$ cat src/ccou_pkg.sv
package ccou_pkg;

  // ****************************************
  // Widths and register addresses
  // ****************************************
  localparam int DW = 16;
  localparam int AW = 2;
  localparam logic [AW-1:0] CTRL_ADDR = 2'h0;
  localparam logic [AW-1:0] DATA_ADDR = 2'h1;
  localparam logic [DW-1:0] COUNT_ZERO = 16'h0000;

  // ****************************************
  // Encodings
  // ****************************************
  typedef enum logic [2:0] {
    OM_BITVAL = 3'h0,
    OM_SET = 3'h1,
    OM_TOG_RST = 3'h2,
    OM_SET_RST = 3'h3,
    OM_TOGGLE = 3'h4,
    OM_RESET = 3'h5,
    OM_TOG_SET = 3'h6,
    OM_RST_SET = 3'h7
  } ccou_omode_e;

  typedef enum logic [1:0] {
    EDGE_NONE = 2'h0,
    EDGE_RISE = 2'h1,
    EDGE_FALL = 2'h2,
    EDGE_BOTH = 2'h3
  } ccou_edge_e;

  typedef enum logic [1:0] {
    SEL_A = 2'h0,
    SEL_B = 2'h1,
    SEL_GND = 2'h2,
    SEL_VCC = 2'h3
  } ccou_insel_e;

  typedef enum logic [1:0] {
    CNT_STOP = 2'h0,
    CNT_UP = 2'h1,
    CNT_CONT = 2'h2,
    CNT_UPDN = 2'h3
  } ccou_cmode_e;

  // ****************************************
  // Channel control register layout, msb first
  // ****************************************
  typedef struct packed {
    ccou_edge_e edge_mode;
    ccou_insel_e input_select;
    logic capture_sync_bit;
    logic [1:0] reserved;
    logic capture_select_bit;
    ccou_omode_e output_mode_field;
    logic channel_irq_enable;
    logic capture_input;
    logic output_value_bit;
    logic capture_overflow_flag;
    logic channel_irq_flag;
  } ccou_ctrl_s;

  localparam ccou_ctrl_s CTRL_RESET = '0;

  // ****************************************
  // Carriers
  // ****************************************
  typedef struct packed {
    logic wr;
    logic rd;
    logic [AW-1:0] addr;
    logic [DW-1:0] wdata;
  } ccou_bus_s;

  typedef struct packed {
    logic tick;
    ccou_cmode_e mode;
    logic [DW-1:0] count;
    logic [DW-1:0] period;
  } ccou_timer_s;

  typedef struct packed {
    ccou_ctrl_s ctrl;
    logic [DW-1:0] data;
    logic unread;
    logic out;
    logic irq;
    logic [DW-1:0] rdata;
    logic a_meta;
    logic a_sync;
    logic b_meta;
    logic b_sync;
    logic cci_timed;
    logic cci_prev;
    logic eqx_s;
    logic eq0_s;
  } ccou_state_s;

  localparam ccou_state_s STATE_RESET = '0;

endpackage

$ cat src/ccou_channel.sv
module ccou_channel
  import ccou_pkg::*;
#(
  parameter bit IS_PERIOD_CHANNEL = 1'b0
) (
  input wire logic mclk_in,
  input wire logic reset_in,
  input wire logic [AW-1:0] addr_in,
  input wire logic [DW-1:0] wr_data_in,
  input wire logic wr_in,
  input wire logic rd_in,
  output logic [DW-1:0] rd_data_out,
  input wire logic timer_tick_in,
  input wire logic [1:0] count_mode_in,
  input wire logic [DW-1:0] timer_count_in,
  input wire logic [DW-1:0] period_register_in,
  input wire logic global_irq_enable_in,
  input wire logic capture_input_a_in,
  input wire logic capture_input_b_in,
  output logic channel_output_out,
  output logic channel_equal_out,
  output logic irq_request_out
);

  // ****************************************
  // State
  // ****************************************
  ccou_state_s s;
  ccou_state_s next_s;
  ccou_bus_s bus;
  ccou_timer_s tmr;
  ccou_ctrl_s wctrl;
  logic cci_raw;
  logic cci_now;
  logic rise;
  logic fall;
  logic edge_hit;
  logic cap_fire;
  logic cmp_event;
  logic eq_x;
  logic eq_0;
  logic d_out;

  assign bus = '{wr: wr_in, rd: rd_in, addr: addr_in, wdata: wr_data_in};
  assign tmr = '{tick: timer_tick_in,
                 mode: ccou_cmode_e'(count_mode_in),
                 count: timer_count_in,
                 period: period_register_in};
  assign wctrl = ccou_ctrl_s'(bus.wdata);

  // ****************************************
  // Next state
  // ****************************************
  always_comb begin
    next_s = s;
    next_s.rdata = '0;

    // Pin inputs, two flops before use
    next_s.a_meta = capture_input_a_in;
    next_s.a_sync = s.a_meta;
    next_s.b_meta = capture_input_b_in;
    next_s.b_sync = s.b_meta;

    // Ground and supply selections let software drive the input
    case (s.ctrl.input_select)
      SEL_A: cci_raw = s.a_sync;
      SEL_B: cci_raw = s.b_sync;
      SEL_GND: cci_raw = 1'b0;
      SEL_VCC: cci_raw = 1'b1;
      default: cci_raw = 1'b0;
    endcase
    next_s.ctrl.capture_input = cci_raw;

    // Timed copy only moves on the timer edge, avoiding count races
    if (tmr.tick) begin
      next_s.cci_timed = cci_raw;
    end
    cci_now = s.ctrl.capture_sync_bit ? s.cci_timed : cci_raw;
    next_s.cci_prev = cci_now;
    rise = cci_now & ~s.cci_prev;
    fall = ~cci_now & s.cci_prev;

    case (s.ctrl.edge_mode)
      EDGE_NONE: edge_hit = 1'b0;
      EDGE_RISE: edge_hit = rise;
      EDGE_FALL: edge_hit = fall;
      EDGE_BOTH: edge_hit = rise | fall;
      default: edge_hit = 1'b0;
    endcase
    cap_fire = s.ctrl.capture_select_bit & edge_hit;

    // Value equality, or count at least data on the period channel, so it fires counting up or down
    if (IS_PERIOD_CHANNEL) begin
      eq_x = tmr.count >= s.data;
    end else begin
      eq_x = tmr.count == s.data;
    end
    if (tmr.mode == CNT_UP) begin
      eq_0 = tmr.count == COUNT_ZERO;
    end else begin
      eq_0 = tmr.count >= tmr.period;
    end

    // Sample while the timer clock is low; hold across its edge
    if (!tmr.tick) begin
      next_s.eqx_s = eq_x;
      next_s.eq0_s = eq_0;
    end

    cmp_event = ~s.ctrl.capture_select_bit & tmr.tick & s.eqx_s;

    // Output control block
    case (s.ctrl.output_mode_field)
      OM_BITVAL: d_out = s.ctrl.output_value_bit;
      OM_SET: d_out = s.eqx_s ? 1'b1 : s.out;
      OM_TOG_RST: begin
        if (s.eqx_s && s.eq0_s) begin
          d_out = 1'b1;
        end else if (s.eq0_s) begin
          d_out = 1'b0;
        end else begin
          d_out = s.eqx_s ? ~s.out : s.out;
        end
      end
      OM_SET_RST: begin
        if (s.eqx_s) begin
          d_out = 1'b1;
        end else begin
          d_out = s.eq0_s ? 1'b0 : s.out;
        end
      end
      OM_TOGGLE: d_out = s.eqx_s ? ~s.out : s.out;
      OM_RESET: d_out = s.eqx_s ? 1'b0 : s.out;
      OM_TOG_SET: begin
        if (s.eqx_s && s.eq0_s) begin
          d_out = 1'b0;
        end else if (s.eq0_s) begin
          d_out = 1'b1;
        end else begin
          d_out = s.eqx_s ? ~s.out : s.out;
        end
      end
      OM_RST_SET: begin
        if (s.eqx_s) begin
          d_out = 1'b0;
        end else begin
          d_out = s.eq0_s ? 1'b1 : s.out;
        end
      end
      default: d_out = s.out;
    endcase
    if (tmr.tick) begin
      next_s.out = d_out;
    end

    // Register writes
    if (bus.wr && bus.addr == CTRL_ADDR) begin
      next_s.ctrl.edge_mode = wctrl.edge_mode;
      next_s.ctrl.input_select = wctrl.input_select;
      next_s.ctrl.capture_sync_bit = wctrl.capture_sync_bit;
      next_s.ctrl.capture_select_bit = wctrl.capture_select_bit;
      next_s.ctrl.output_mode_field = wctrl.output_mode_field;
      next_s.ctrl.channel_irq_enable = wctrl.channel_irq_enable;
      next_s.ctrl.output_value_bit = wctrl.output_value_bit;
      next_s.ctrl.channel_irq_flag = wctrl.channel_irq_flag;
      // Writing a one leaves the overflow flag alone
      next_s.ctrl.capture_overflow_flag =
        s.ctrl.capture_overflow_flag & wctrl.capture_overflow_flag;
    end
    if (bus.wr && bus.addr == DATA_ADDR) begin
      next_s.data = bus.wdata;
    end

    // Mode 0 bypasses the timer edge
    if (next_s.ctrl.output_mode_field == OM_BITVAL) begin
      next_s.out = next_s.ctrl.output_value_bit;
    end

    // Reads; a data read marks the captured value as taken
    if (bus.rd) begin
      case (bus.addr)
        CTRL_ADDR: next_s.rdata = s.ctrl;
        DATA_ADDR: begin
          next_s.rdata = s.data;
          next_s.unread = 1'b0;
        end
        default: next_s.rdata = '0;
      endcase
    end

    // Hardware sets last so they win over a clear in the same cycle
    if (cap_fire) begin
      next_s.data = tmr.count;
      next_s.ctrl.channel_irq_flag = 1'b1;
      next_s.unread = 1'b1;
      if (s.unread) begin
        next_s.ctrl.capture_overflow_flag = 1'b1;
      end
    end
    if (cmp_event) begin
      next_s.ctrl.channel_irq_flag = 1'b1;
    end

    next_s.irq = next_s.ctrl.channel_irq_flag &
                 next_s.ctrl.channel_irq_enable &
                 global_irq_enable_in;
    next_s.ctrl.reserved = '0;
  end

  // ****************************************
  // Registers
  // ****************************************
  always_ff @(posedge mclk_in or posedge reset_in) begin
    if (reset_in) begin
      s <= STATE_RESET;
    end else begin
      s <= next_s;
    end
  end

  assign rd_data_out = s.rdata;
  assign channel_output_out = s.out;
  assign channel_equal_out = s.eqx_s;
  assign irq_request_out = s.irq;

  // ****************************************
  // Checks
  // ****************************************
  a_ovf_sticky: assert property (
    @(posedge mclk_in) disable iff (reset_in)
    s.ctrl.capture_overflow_flag &&
    !(bus.wr && bus.addr == CTRL_ADDR && !wctrl.capture_overflow_flag)
    |=> s.ctrl.capture_overflow_flag)
    else $error("overflow flag dropped without a write");

  a_cmp_no_capture: assert property (
    @(posedge mclk_in) disable iff (reset_in)
    !s.ctrl.capture_select_bit && !(bus.wr && bus.addr == DATA_ADDR)
    |=> $stable(s.data) && !$rose(s.ctrl.capture_overflow_flag))
    else $error("capture activity in compare mode");

  a_cmp_flag_set: assert property (
    @(posedge mclk_in) disable iff (reset_in)
    !s.ctrl.capture_select_bit && tmr.tick && s.eqx_s
    |=> s.ctrl.channel_irq_flag)
    else $error("compare match did not set flag");

  a_irq_gate: assert property (
    @(posedge mclk_in) disable iff (reset_in)
    irq_request_out |-> s.ctrl.channel_irq_flag &&
    s.ctrl.channel_irq_enable && $past(global_irq_enable_in))
    else $error("interrupt request without enables");

  a_out_on_tick: assert property (
    @(posedge mclk_in) disable iff (reset_in)
    !tmr.tick && s.ctrl.output_mode_field != OM_BITVAL &&
    !(bus.wr && bus.addr == CTRL_ADDR)
    |=> $stable(s.out))
    else $error("output moved without a timer edge");

  a_mode0_follow: assert property (
    @(posedge mclk_in) disable iff (reset_in)
    bus.wr && bus.addr == CTRL_ADDR &&
    wctrl.output_mode_field == OM_BITVAL
    |=> channel_output_out == $past(wctrl.output_value_bit))
    else $error("mode 0 output did not follow bit");

  a_mode4_toggle: assert property (
    @(posedge mclk_in) disable iff (reset_in)
    tmr.tick && s.eqx_s && s.ctrl.output_mode_field == OM_TOGGLE &&
    !bus.wr
    |=> s.out != $past(s.out))
    else $error("mode 4 did not toggle");

  a_mode5_clear: assert property (
    @(posedge mclk_in) disable iff (reset_in)
    tmr.tick && s.eqx_s && s.ctrl.output_mode_field == OM_RESET &&
    !bus.wr
    |=> !s.out ##1 (!s.out || bus.wr || $past(bus.wr)))
    else $error("mode 5 did not clear output");

  a_both_equal: assert property (
    @(posedge mclk_in) disable iff (reset_in)
    tmr.tick && s.eqx_s && s.eq0_s && !bus.wr &&
    s.ctrl.output_mode_field inside {OM_TOG_RST, OM_SET_RST}
    |=> s.out)
    else $error("both equal did not set output");

  a_capture_copy: assert property (
    @(posedge mclk_in) disable iff (reset_in)
    cap_fire |=> s.data == $past(tmr.count) && s.ctrl.channel_irq_flag)
    else $error("capture did not copy count");

  a_ovf_second: assert property (
    @(posedge mclk_in) disable iff (reset_in)
    cap_fire && s.unread |=> s.ctrl.capture_overflow_flag)
    else $error("lost capture not flagged");

  a_mode1_set: assert property (
    @(posedge mclk_in) disable iff (reset_in)
    tmr.tick && s.eqx_s && s.ctrl.output_mode_field == OM_SET && !bus.wr
    |=> s.out)
    else $error("mode 1 did not set output");

  a_mode2_toggle: assert property (
    @(posedge mclk_in) disable iff (reset_in)
    tmr.tick && s.eqx_s && !s.eq0_s && !bus.wr &&
    s.ctrl.output_mode_field == OM_TOG_RST
    |=> s.out != $past(s.out))
    else $error("mode 2 did not toggle");

  a_mode3_period: assert property (
    @(posedge mclk_in) disable iff (reset_in)
    tmr.tick && !s.eqx_s && s.eq0_s && !bus.wr &&
    s.ctrl.output_mode_field == OM_SET_RST
    |=> !s.out)
    else $error("mode 3 did not clear on period");

  a_mode6_period: assert property (
    @(posedge mclk_in) disable iff (reset_in)
    tmr.tick && !s.eqx_s && s.eq0_s && !bus.wr &&
    s.ctrl.output_mode_field == OM_TOG_SET
    |=> s.out)
    else $error("mode 6 did not set on period");

  a_mode7_clear: assert property (
    @(posedge mclk_in) disable iff (reset_in)
    tmr.tick && s.eqx_s && !bus.wr &&
    s.ctrl.output_mode_field == OM_RST_SET
    |=> !s.out)
    else $error("mode 7 did not clear on equal");

  a_both_low: assert property (
    @(posedge mclk_in) disable iff (reset_in)
    tmr.tick && s.eqx_s && s.eq0_s && !bus.wr &&
    s.ctrl.output_mode_field inside {OM_TOG_SET, OM_RST_SET}
    |=> !s.out)
    else $error("both equal did not clear output");

  a_eq_hold: assert property (
    @(posedge mclk_in) disable iff (reset_in)
    tmr.tick |=> $stable(s.eqx_s) && $stable(s.eq0_s))
    else $error("equal samples moved at timer edge");

  a_up_zero: assert property (
    @(posedge mclk_in) disable iff (reset_in)
    !tmr.tick && tmr.mode == CNT_UP
    |=> s.eq0_s == ($past(tmr.count) == COUNT_ZERO))
    else $error("up mode period equal not at zero");

  a_period_eq: assert property (
    @(posedge mclk_in) disable iff (reset_in)
    !tmr.tick && tmr.mode != CNT_UP
    |=> s.eq0_s == ($past(tmr.count) >= $past(tmr.period)))
    else $error("period equal not count at least period");

  a_sync_hold: assert property (
    @(posedge mclk_in) disable iff (reset_in)
    !tmr.tick |=> $stable(s.cci_timed))
    else $error("timed capture input moved without tick");

endmodule

$ cat config.mk
export PLATFORM = sky130hd
export DESIGN_NAME = ccou_channel
export DESIGN_NICKNAME = d
export VERILOG_FILES = /design/src/ccou_pkg.sv /design/src/ccou_channel.sv
export SDC_FILE = /design/constraint.sdc
export NUM_CORES = 1
export LEC_CHECK = 0
export ABC_AREA = 0
export CELL_PAD_IN_SITES_DETAIL_PLACEMENT = 1
export CELL_PAD_IN_SITES_GLOBAL_PLACEMENT = 1
export CORE_MARGIN = 3
export CORE_UTILIZATION = 52
export CTS_BUF_LIST = sky130_fd_sc_hd__clkbuf_16
export DETAILED_ROUTE_END_ITERATION = 10
export DONT_BUFFER_PORTS = 1
export GPL_TIMING_DRIVEN = 0
export HOLD_SLACK_MARGIN = 0.1
export PLACE_DENSITY_LB_ADDON = 0.1
export SLEW_MARGIN = 20
export SYNTH_ARGS = -nofsm -noshare
export SYNTH_HDL_FRONTEND = slang
export SYNTH_SLANG_ARGS = --single-unit
$ cat constraint.sdc
create_clock -name mclk_in -period 2.95 [get_ports mclk_in]
set_input_delay 0.59 -clock mclk_in [delete_from_list [all_inputs] [get_ports mclk_in]]
set_output_delay 0.59 -clock mclk_in [all_outputs]
set_load 0.05 [all_outputs]
==> flow_summary.yaml <==
grt:
  grt_max_degree: 58
  antenna_found_initial: 0
  grt_pass1_vias: 2591
  grt_usage_pct: 25.2
  grt_overflow: 0
  grt_pass1_wl_um: 13900
worst_setup_path:
  rrSetupSlack_ns: 0.34
  slowest_delay_ns: 0.41
  worst-path-max-fanout: 10
  r2r-start: "s[56]"
  worst_setup_path_start_kind: "register"
  crit_arrival_ns: 2.83
  path_buf_inv: 2
  path_cells: "o21ai_0 > nand2_1 > mux2i_1 > inv_1 > ha_1 > nor2b_1 > o21ai_1 > a21boi_2 > buf_2 > nand2_1 > o21ai_0"
  crit_path_end_kind: "register"
  r2r_cells: 11
  worstSetupStartpoint: "s[56]"
  slowest_stage: "dfrtp_1"
  cpLargestDelayFamily: "compound AO/OA/AOI/OAI gates"
  critical_path_class: "reg2reg"
  cp.required_ns: 3.17
  rr_endpoint: "s[40]"
timing:
  skew_ns: 0.00789
  period_share_pct: 88.4
  slew_headroom_pct: 53.2
  finalSetupViolCount: 0
  period_needed_ns: 2.61
  setup_ws_ns: 0.344
  report.final.hold_viol_count: 0
  rsz0062_at_grt: "false"
  slew_viol_final: 0
  finalSetupTns_ns: 0
  tightestPinTransition_ns: 0.702
  fmax_ghz: 0.384
routing:
  ant_nets: 0
  vias_per_cell: 5.97
  wl_per_cell_um: 21.4
  drtPass1Iterations: 4
  drc: 0
  drt_iter0_drc: 88
  drt_wl_total_um: 8440
  vias: 2358
clocking:
  htreeDepth: 3
  cts_root_buf: "clkbuf_16"
  cts_tree: "done"
  clockBufferDepth: 2
  cts_buffers: 9
  clk_latency_ns: 0.32
  postCtsSetupBuffers: 0
  clkTransAtPathRegs_ns: 0.05
  cts_sinks: 57
logic_synthesis:
  synth_top_cell_area_share_pct: 44.4
  synth_mux_area_share_pct: 14.7
  synth_edf_count: 0
  synth-seq-cells: 57
  synthesis.nets: 386
  syn_area_per_cell_sq_um: 10.4
  synth_common_cells: "dfrtp_1 (57), mux2i_1 (32), nand2_1 (26)"
  synth_top_family_by_area: "multiplexers"
  yosysTopAreaCell: "dfrtp_1"
  ys_warn_count: 0
  syn-cell-area_sq_um: 3210
  synth.distinct_cells: 40
  synth-compound-area-share_pct: 8.54
  synth_most_common_cell: "dfrtp_1"
  synth-xor-area-share_pct: 4.37
  yosys_most_used_dff: "dfrtp_1"
  ys_top_cells_by_area: "dfrtp_1 (44%), mux2i_1 (10%), ha_1 (7.0%)"
  async_flop_share_pct: 100
  synthSimpleGateAreaFrac_pct: 12.8
  seq_area_frac_synth_pct: 44.4
  synthCells: 308
  synth_fa_ha_area_share_pct: 7.02
floorplanning:
  fp.coreArea_sq_um: 5740
  pin_count: 79
  die_w_um: 84.6
  fp.dieArea_sq_um: 7150
  start_util_pct: 55.9
  die_y_um: 84.6
  rows: 27
finish:
  syn_to_final_growth_pct: 11.5
  diodes: 0
  postLayoutCoreUtil_pct: 62.3
  layout.cells.non_filler: 395
  layout-drive-gt1-share_pct: 17.0
  nets: 397
worst_hold_path:
  hold_path_class: "in2async"
placement:
  place_hpwl_um: 6140
  pre_cts_ws_ns: 0.231
  gp_congestion: 0.810
  io_buffers: 0
  placed_cells: 380
flow_run:
  maxCapViolCount: 0
power_and_ir_drop:
  power_uw: 2960
  p_leak_uw: 0.00179
  cellPowerDensity_nw_per_um2: 826
  peakVddDrop_v: 0.000401
status:
  status: "complete, no violations"
==> state kept, by name, summed over array words and instances, names as in the netlist <==
name / cells
irq_request_out: 1
s: 36
rd_data_out: 16
next_s: 2
channel_output_out: 1
channel_equal_out: 1
==> stage by stage <==
stage                     instance area, sq um  hold slack, ns
after floorplan                           3210           0.331
after global placement                    3300           0.333
after detailed placement                  3300           0.337
after CTS                                 3580           0.283
after global routing                      3580           0.282
final                                     3580           0.250
==> worst max-delay path by stage <==
stage | end | slack, ns | cells past startpoint
after CTS | s[31] | 0.20 | 10
final | s[40] | 0.34 | 11
after floorplan | channel_equal_out | 0.96 | 1
after global placement | s[48] | 0.35 | 1
after detailed placement | s[31] | 0.23 | 10
after global routing | s[40] | 0.08 | 11
==> cell type report <==
class                           count  area, sq um
Fill cell                         632         2160
Multi-Input combinational cell    204         1520
Buffer                             26          185
Tap cell                           72         90.1
Clock buffer                        9          225
Sequential cell                    57         1430
Inverter                           21         81.3
Clock inverter                      6         51.3
==> metal layers <==
| layer | part of all wire (%) | global-route usage, % |
|---|---|---|
| met1 | 43 | 32.6 |
| met2 | 47 | 40.6 |
| met3 | 8.1 | 7.56 |
| met4 | 1.5 | 7.91 |
| met5 | 0 | 0 |
==> report_power, final <==
part / internal, uW / switching [uW]
clock: 635 / 337
combinational: 330 / 419
sequential: 992 / 243
total: 1960 / 999
==> logic make-up after synthesis <==
group,after synthesis
simple gates,79
flops,57
buf+inv,47
compound gates,46
mux,45
fa+ha+maj,18
xor+xnor,16
==> cells in the final DEF (no fill, tap or decap), types with 2 or more instances in the layout <==
master     Yosys  routed
a2111oi_0      3       3
a21o_1         2       2
a21oi_1       10      10
and3_1         3       3
buf_2          3       3
buf_4         18      18
buf_6          2       2
clkbuf_1       3       2
clkbuf_16      0       9
clkinv_1       0       2
clkinv_2       0       2
dfrtp_1       57      57
ha_1          18      18
inv_1         21      21
mux2_2        12      12
mux2i_1       32      32
nand2_1       26      26
nand2b_1       2       2
nand3_1        2       2
nand3b_1       2       2
nand4_1        6       6
nor2_1        17      17
nor2b_1        4       4
nor3_1         2       2
nor4_1         8       8
o21ai_0       23      23
o21ai_1        2       2
xnor2_1        4       4
xor2_1        12      12
==> repair_timing <==
item | CTS | global route
endpoints found under the setup margin | 0 | 10
resized for setup | 0 | 2
hold buffers | 0 | 0
Power figures use the tool's default switching activity.
